File: config.mk
export PLATFORM = sky130hd
export DESIGN_NAME = acc_analog_comparator_control
export DESIGN_NICKNAME = d
export VERILOG_FILES = /design/src/acc_analog_comparator_control.v
export VERILOG_INCLUDE_DIRS = /design/src /design/src/src
export SDC_FILE = /design/constraint.sdc
export NUM_CORES = 1
export LEC_CHECK = 0
export BUFFER_PORTS_ARGS = -buffer_cell sky130_fd_sc_hd__buf_2
export CORE_ASPECT_RATIO = 1.1
export CORE_MARGIN = 3
export CORE_UTILIZATION = 42
export CTS_CLUSTER_DIAMETER = 200
export CTS_CLUSTER_SIZE = 10
export DETAILED_ROUTE_END_ITERATION = 12
export PLACE_DENSITY = 0.79
export SLEW_MARGIN = 30
export SYNTH_ARGS = -nofsm -noshare
export SYNTH_HDL_FRONTEND = slang
export SYNTH_SLANG_ARGS = --single-unit
File: constraint.sdc
create_clock -name ref_clk_in -period 1.8 [get_ports ref_clk_in]
set_input_delay 0 -clock ref_clk_in [delete_from_list [all_inputs] [get_ports ref_clk_in]]
set_output_delay 0 -clock ref_clk_in [all_outputs]
set_load 0.01 [all_outputs]
File: src/acc_defines.vh
`ifndef ACC_DEFINES_VH
`define ACC_DEFINES_VH
// ----------------------------------------------------------------
// Register map (word index; byte address is index times four)
// ----------------------------------------------------------------
`define ACC_ADDR_W        4
`define ACC_IDX_SC        4'h0
`define ACC_IDX_SYS       4'h1
// ----------------------------------------------------------------
// Status and control fields
// ----------------------------------------------------------------
`define ACC_BIT_ENABLE    7
`define ACC_BIT_REFSEL    6
`define ACC_BIT_FLAG      5
`define ACC_BIT_IRQEN     4
`define ACC_BIT_LEVEL     3
`define ACC_BIT_PINEN     2
`define ACC_MODE_HI       1
`define ACC_MODE_LO       0
`define ACC_MODE_FALL0    2'h0
`define ACC_MODE_RISE     2'h1
`define ACC_MODE_FALL2    2'h2
`define ACC_MODE_BOTH     2'h3
// ----------------------------------------------------------------
// System option fields
// ----------------------------------------------------------------
`define ACC_BIT_CAPROUTE  0
`define ACC_BIT_CLKGATE   1
// ----------------------------------------------------------------
// Reset values
// ----------------------------------------------------------------
`define ACC_SC_RESET      8'h00
`define ACC_SYS_RESET     2'h2
`endif

File: src/acc_analog_comparator_control.v
// Local design decisions: the Avalon-MM interface to the registers and the address map.
`timescale 1ns/100ps
`include "acc_defines.vh"
module acc_analog_comparator_control (
	input  wire       ref_clk_in,
	input  wire       resetn_in,
	input  wire [3:0] avs_address_in,
	input  wire       avs_read_in,
	input  wire       avs_write_in,
	input  wire [31:0] avs_writedata_in,
	input  wire [3:0] avs_byteenable_in,
	output reg  [31:0] avs_readdata_out,
	output reg        avs_waitrequest_out,
	input  wire       comparator_raw_in,
	input  wire       debug_pin_enable_in,
	input  wire       debug_shares_pin_in,
	output reg        comparator_enable_out,
	output reg        reference_select_out,
	output reg        positive_input_pin_release_out,
	output reg        negative_input_pin_release_out,
	output reg        comparator_out_pin_out,
	output reg        comparator_out_pin_oe_out,
	output reg        timer_two_channel_zero_out,
	output reg        capture_route_select_out,
	output reg        irq_out,
	output reg        wakeup_out
);

	// ------------------------------------------------------------
	// Register state
	// ------------------------------------------------------------
	reg        enable_q;
	reg        refsel_q;
	reg        flag_q;
	reg        irqen_q;
	reg        pinen_q;
	reg  [1:0] mode_q;
	reg        caproute_q;
	reg        clkgate_q;
	reg        sync1_q;
	reg        sync2_q;
	reg        level_q;
	reg        ack_q;
	reg        dbg_en_s1_q;
	reg        dbg_en_s2_q;
	reg        dbg_sh_s1_q;
	reg        dbg_sh_s2_q;
	wire       run;
	wire       rise;
	wire       fall;
	reg        event_d;
	wire       acc;
	wire       wr_sc;
	wire       wr_sys;
	wire       hit;
	reg  [7:0] sc_view;

	function is_idx;
		input [3:0] a;
		input [3:0] idx;
		begin
			is_idx = (a == idx);
		end
	endfunction

	// Gated clock modelled as a functional enable; a real gate
	// cell would sit outside this block.
	assign run    = enable_q & clkgate_q;
	assign acc    = (avs_read_in | avs_write_in) & ~ack_q;
	// Writes land at the edge where the master sees waitrequest low
	assign wr_sc  = avs_write_in & ack_q & avs_byteenable_in[0] &
		is_idx(avs_address_in, `ACC_IDX_SC);
	assign wr_sys = avs_write_in & ack_q & avs_byteenable_in[0] &
		is_idx(avs_address_in, `ACC_IDX_SYS);
	assign hit    = is_idx(avs_address_in, `ACC_IDX_SC) |
		is_idx(avs_address_in, `ACC_IDX_SYS);

	// ------------------------------------------------------------
	// Synchroniser and edge detect
	// ------------------------------------------------------------
	// The analog core decides plus > minus; only its level enters.
	always @(posedge ref_clk_in or negedge resetn_in) begin
		if (!resetn_in) begin
			sync1_q     <= 1'b0;
			sync2_q     <= 1'b0;
			level_q     <= 1'b0;
			dbg_en_s1_q <= 1'b0;
			dbg_en_s2_q <= 1'b0;
			dbg_sh_s1_q <= 1'b0;
			dbg_sh_s2_q <= 1'b0;
		end else begin
			// Debug pin levels are asynchronous too
			dbg_en_s1_q <= debug_pin_enable_in;
			dbg_en_s2_q <= dbg_en_s1_q;
			dbg_sh_s1_q <= debug_shares_pin_in;
			dbg_sh_s2_q <= dbg_sh_s1_q;
			sync1_q <= comparator_raw_in;
			sync2_q <= sync1_q;
			level_q <= run ? sync2_q : 1'b0;
		end
	end

	assign rise = run & sync2_q & ~level_q;
	assign fall = run & ~sync2_q & level_q;

	// No stop or wait input: the block keeps running in those modes.
	always @* begin
		case (mode_q)
			`ACC_MODE_RISE:  event_d = rise;
			`ACC_MODE_BOTH:  event_d = rise | fall;
			`ACC_MODE_FALL2: event_d = fall;
			default:         event_d = fall;
		endcase
	end

	// ------------------------------------------------------------
	// Registers; reset covers stop exit and deep stop wake
	// ------------------------------------------------------------
	always @(posedge ref_clk_in or negedge resetn_in) begin
		if (!resetn_in) begin
			enable_q   <= 1'b0;
			refsel_q   <= 1'b0;
			flag_q     <= 1'b0;
			irqen_q    <= 1'b0;
			pinen_q    <= 1'b0;
			mode_q     <= 2'h0;
			caproute_q <= 1'b0;
			clkgate_q  <= 1'b1;
		end else begin
			if (clkgate_q && wr_sc) begin
				enable_q <= avs_writedata_in[`ACC_BIT_ENABLE];
				refsel_q <= avs_writedata_in[`ACC_BIT_REFSEL];
				irqen_q  <= avs_writedata_in[`ACC_BIT_IRQEN];
				pinen_q  <= avs_writedata_in[`ACC_BIT_PINEN];
				mode_q   <= avs_writedata_in[`ACC_MODE_HI:`ACC_MODE_LO];
			end
			if (wr_sys) begin
				caproute_q <= avs_writedata_in[`ACC_BIT_CAPROUTE];
				clkgate_q  <= avs_writedata_in[`ACC_BIT_CLKGATE];
			end
			// Set wins over a simultaneous write-one clear
			if (event_d)
				flag_q <= 1'b1;
			else if (clkgate_q && wr_sc &&
				avs_writedata_in[`ACC_BIT_FLAG])
				flag_q <= 1'b0;
		end
	end

	// ------------------------------------------------------------
	// Avalon slave: one wait cycle, then acknowledge
	// ------------------------------------------------------------
	always @* begin
		sc_view = 8'h00;
		sc_view[`ACC_BIT_ENABLE] = enable_q;
		sc_view[`ACC_BIT_REFSEL] = refsel_q;
		sc_view[`ACC_BIT_FLAG]   = flag_q;
		sc_view[`ACC_BIT_IRQEN]  = irqen_q;
		sc_view[`ACC_BIT_LEVEL]  = level_q;
		sc_view[`ACC_BIT_PINEN]  = pinen_q;
		sc_view[`ACC_MODE_HI:`ACC_MODE_LO] = mode_q;
	end

	always @(posedge ref_clk_in or negedge resetn_in) begin
		if (!resetn_in) begin
			ack_q               <= 1'b0;
			avs_waitrequest_out <= 1'b1;
			avs_readdata_out    <= 32'h0000_0000;
		end else begin
			ack_q               <= acc;
			avs_waitrequest_out <= ~acc;
			if (acc && avs_read_in) begin
				if (is_idx(avs_address_in, `ACC_IDX_SC))
					avs_readdata_out <= {24'h00_0000, sc_view};
				else if (is_idx(avs_address_in, `ACC_IDX_SYS))
					avs_readdata_out <= {30'h0000_0000,
						clkgate_q, caproute_q};
				else
					avs_readdata_out <= 32'h0000_0000;
			end
		end
	end

	// ------------------------------------------------------------
	// Pins and status outputs
	// ------------------------------------------------------------
	always @(posedge ref_clk_in or negedge resetn_in) begin
		if (!resetn_in) begin
			comparator_enable_out          <= 1'b0;
			reference_select_out           <= 1'b0;
			positive_input_pin_release_out <= 1'b1;
			negative_input_pin_release_out <= 1'b1;
			comparator_out_pin_out         <= 1'b0;
			comparator_out_pin_oe_out      <= 1'b0;
			timer_two_channel_zero_out     <= 1'b0;
			capture_route_select_out       <= 1'b0;
			irq_out                        <= 1'b0;
			wakeup_out                     <= 1'b0;
		end else begin
			comparator_enable_out <= run;
			// Plus pin stays claimed whenever the block runs, whatever refsel_q selects
			reference_select_out  <= refsel_q;
			positive_input_pin_release_out <= ~run;
			negative_input_pin_release_out <= ~run;
			comparator_out_pin_out <= level_q;
			comparator_out_pin_oe_out <= pinen_q & run &
				~(dbg_sh_s2_q & dbg_en_s2_q);
			timer_two_channel_zero_out <= caproute_q & level_q;
			capture_route_select_out   <= caproute_q;
			irq_out    <= (irqen_q & flag_q);
			wakeup_out <= irqen_q & flag_q;
		end
	end

endmodule // acc_analog_comparator_control

==> metrics.txt <==
Post-synth top cells=31 x dfrtp_1, 26 x buf_4, 16 x nand2_1, 6 x mux2_4, 6 x o21ai_0; Final Net Count=217; first-iteration detailed-routing DRC count=35; H-tree Lvls=2; DR pass1 iterations=4; crit-path max cell delay=0.58 ns; Synth area leader=dfrtp_1; dpl ws=0.352 ns; GRT Total Usage=13.0%; Worst-path clk slew=0.10 ns; clock root buffer=clkbuf_4; critical path arrival=1.67 ns; setup repair bufs after CTS=0; hold path startpoint=avs_address_in[1]; Synth top area share=53.7%; Worst-Margin Slew=0.696 ns; status=completed; CP max FO=6; fillers=269; CP max stage cell=dfstp_2; crit path time final=1.46 ns; most common cell in the synthesized netlist=dfrtp_1; crit path cell chain=and3_1 -> mux2_4; CTS resizes=0; Routed Antenna Nets=0; yosys warns=0; fin worst setup slack=0.344 ns; R2R Path End=enable_q; ys flop type=dfrtp_1; Area Growth Syn to Fin=22.4%; row cnt=21; via count=918; Synth cell types=24; total clock sinks=34; Max VDD drop=0.297 mV; gpl congestion=0.753; maximum clock frequency=687 MHz; register bank with the most flops=avs_readdata_out; Worst Hold Depth=3; I/O pin cnt=90; clock skew=0.0152 ns; Crit. End Element=register; CTS Buffer Depth=2; total CTS buffers=5; Worst path depth=2; endpoints failing hold=0; CP delay by family, top=flip-flops; max reg flops=8; EDFF count, synth=0; R2R depth=2; Crit Path Class=reg -> reg; Critical Path Start Type=register; top cells by area, synth=dfrtp_1 54%, buf_4 14%, mux2_4 6.2%; Regs by FF count=avs_readdata_out (8), mode_q (2); DRC violations left=0; setup TNS=0 ns; clock latency on the worst-skew pair=0.33 ns; initial antenna violation count=0; Final setup viols=0; Total Wirelength=2480 um; unrepaired setup endpoints after global routing=no; fin crit share=80.9%; Placeable Area=3180 um2; vias in the first global route=887; maxcap violations=0; CP required=2.01 ns; die height=67.5 um; met2 wire length=1330 um; number of vias per cell=4.23; Cell Pwr Density=833 nW/um2; remaining global-route overflow=0; CTS tree=built; Post-synth ARST share=100%; final total power=1470 uW; Lkg Pwr=0.000933 uW; Seq/Total Area, Yosys=59.1%; PortBufs=37; Synth Area per Inst=12.2 um2; area of the die=4180 um2; FF-to-FF setup slack=0.34 ns; n_diodes=0; final slew viol count=0; metal3 WL=155 um; Initial Util=45.5%; largest net degree at the start of global routing=35; max_slew headroom=53.6%; number of synthesized register bits=34; mapped cell area=1450 um2; CP bufs+invs=0; Routed wire per std cell=11.4 um; worst r2r src=clkgate_q; share of cells above drive strength 1=34.5%; worst min-delay path class=in -> reg; width of the die=61.9 um; max layer used=met4; Hold EP=avs_readdata_out[0]; DRT met1 WL=937 um; post-DP HPWL=1820 um; cells after synthesis=118; first-pass GRT wire length=3800 um; hold buffer count at CTS=12
## logic make-up (layout without fill, tap and decap cells)
| kind of cell | after synthesis | count (layout) | share of synthesized area (%) |
|---|---|---|---|
| buf+inv | 30 | 60 | 15.1 |
| compound gates | 10 | 10 | 4.16 |
| simple gates | 33 | 33 | 12.2 |
| flops | 34 | 34 | 59.1 |
| other cells | 1 | 24 | 0.259 |
| mux | 10 | 10 | 9.18 |
## metal layers
layer / vias up / global-route usage (%)
met5: - / 0
met4: 0 / 9.55
met3: 6 / 3.06
met2: 33 / 22.0
met1: 435 / 13.6
li1: 444 / -
## layout make-up
cell class / instances / area [um2] / share of cell area [%]
Sequential cell: 34 / 855 / 48.3
Clock inverter: 3 / 40.0 / 2.26
Inverter: 2 / 7.51 / 0.424
Multi-Input combinational cell: 77 / 459 / 26.0
Tap cell: 46 / 57.6 / 3.25
Clock buffer: 5 / 37.5 / 2.12
Timing Repair Buffer: 50 / 313 / 17.7
## layout by cell type (no fill, tap or decap), drive strengths merged
master	Yosys	layout
buf	27	38
dfrtp	31	31
conb	1	24
nand2	16	16
dlygate4sd3	0	12
mux2	8	8
o21ai	6	6
clkbuf	1	5
and3	4	4
and2	3	3
dfstp	3	3
inv	2	2
nor2	2	2
nand2b	2	2
nand4	2	2
mux2i	2	2
o31ai	2	2
clkinv	0	2
or2	1	1
nor4	1	1
nor2b	1	1
o22ai	1	1
a22o	1	1
or3	1	1
bufinv	0	1
## worst min-delay path, cell delays in order
cell and delay [ns]:
buf_2 0.11, or3_1 0.14, o31ai_1 0.08
## per-stage QoR
step                      hold slack [ns]  std cells  util [%]  area (um2)
after floorplan                    -0.296        141         -        1530
after global placement             0.0769        197      49.4        1570
after detailed placement           0.0871        197      49.4        1570
after CTS                        0.000752        217      55.6        1770
after global routing               0.0319        217      55.6        1770
final                              0.0368        217      55.6        1770
## power breakdown
part	internal [uW]	switching, uW
Sequential	794	16.3
Clock	288	244
Combinational	55.3	75.9
## worst max path at each step
stage                         start        to  slack, ns
after detailed placement  clkgate_q  enable_q       0.35
after floorplan               ack_q  enable_q       0.55
after global placement    clkgate_q  refsel_q       0.35
after global routing          ack_q  enable_q       0.27
final                     clkgate_q  enable_q       0.34
after CTS                 clkgate_q  enable_q       0.33
Power figures use the tool's default switching activity.
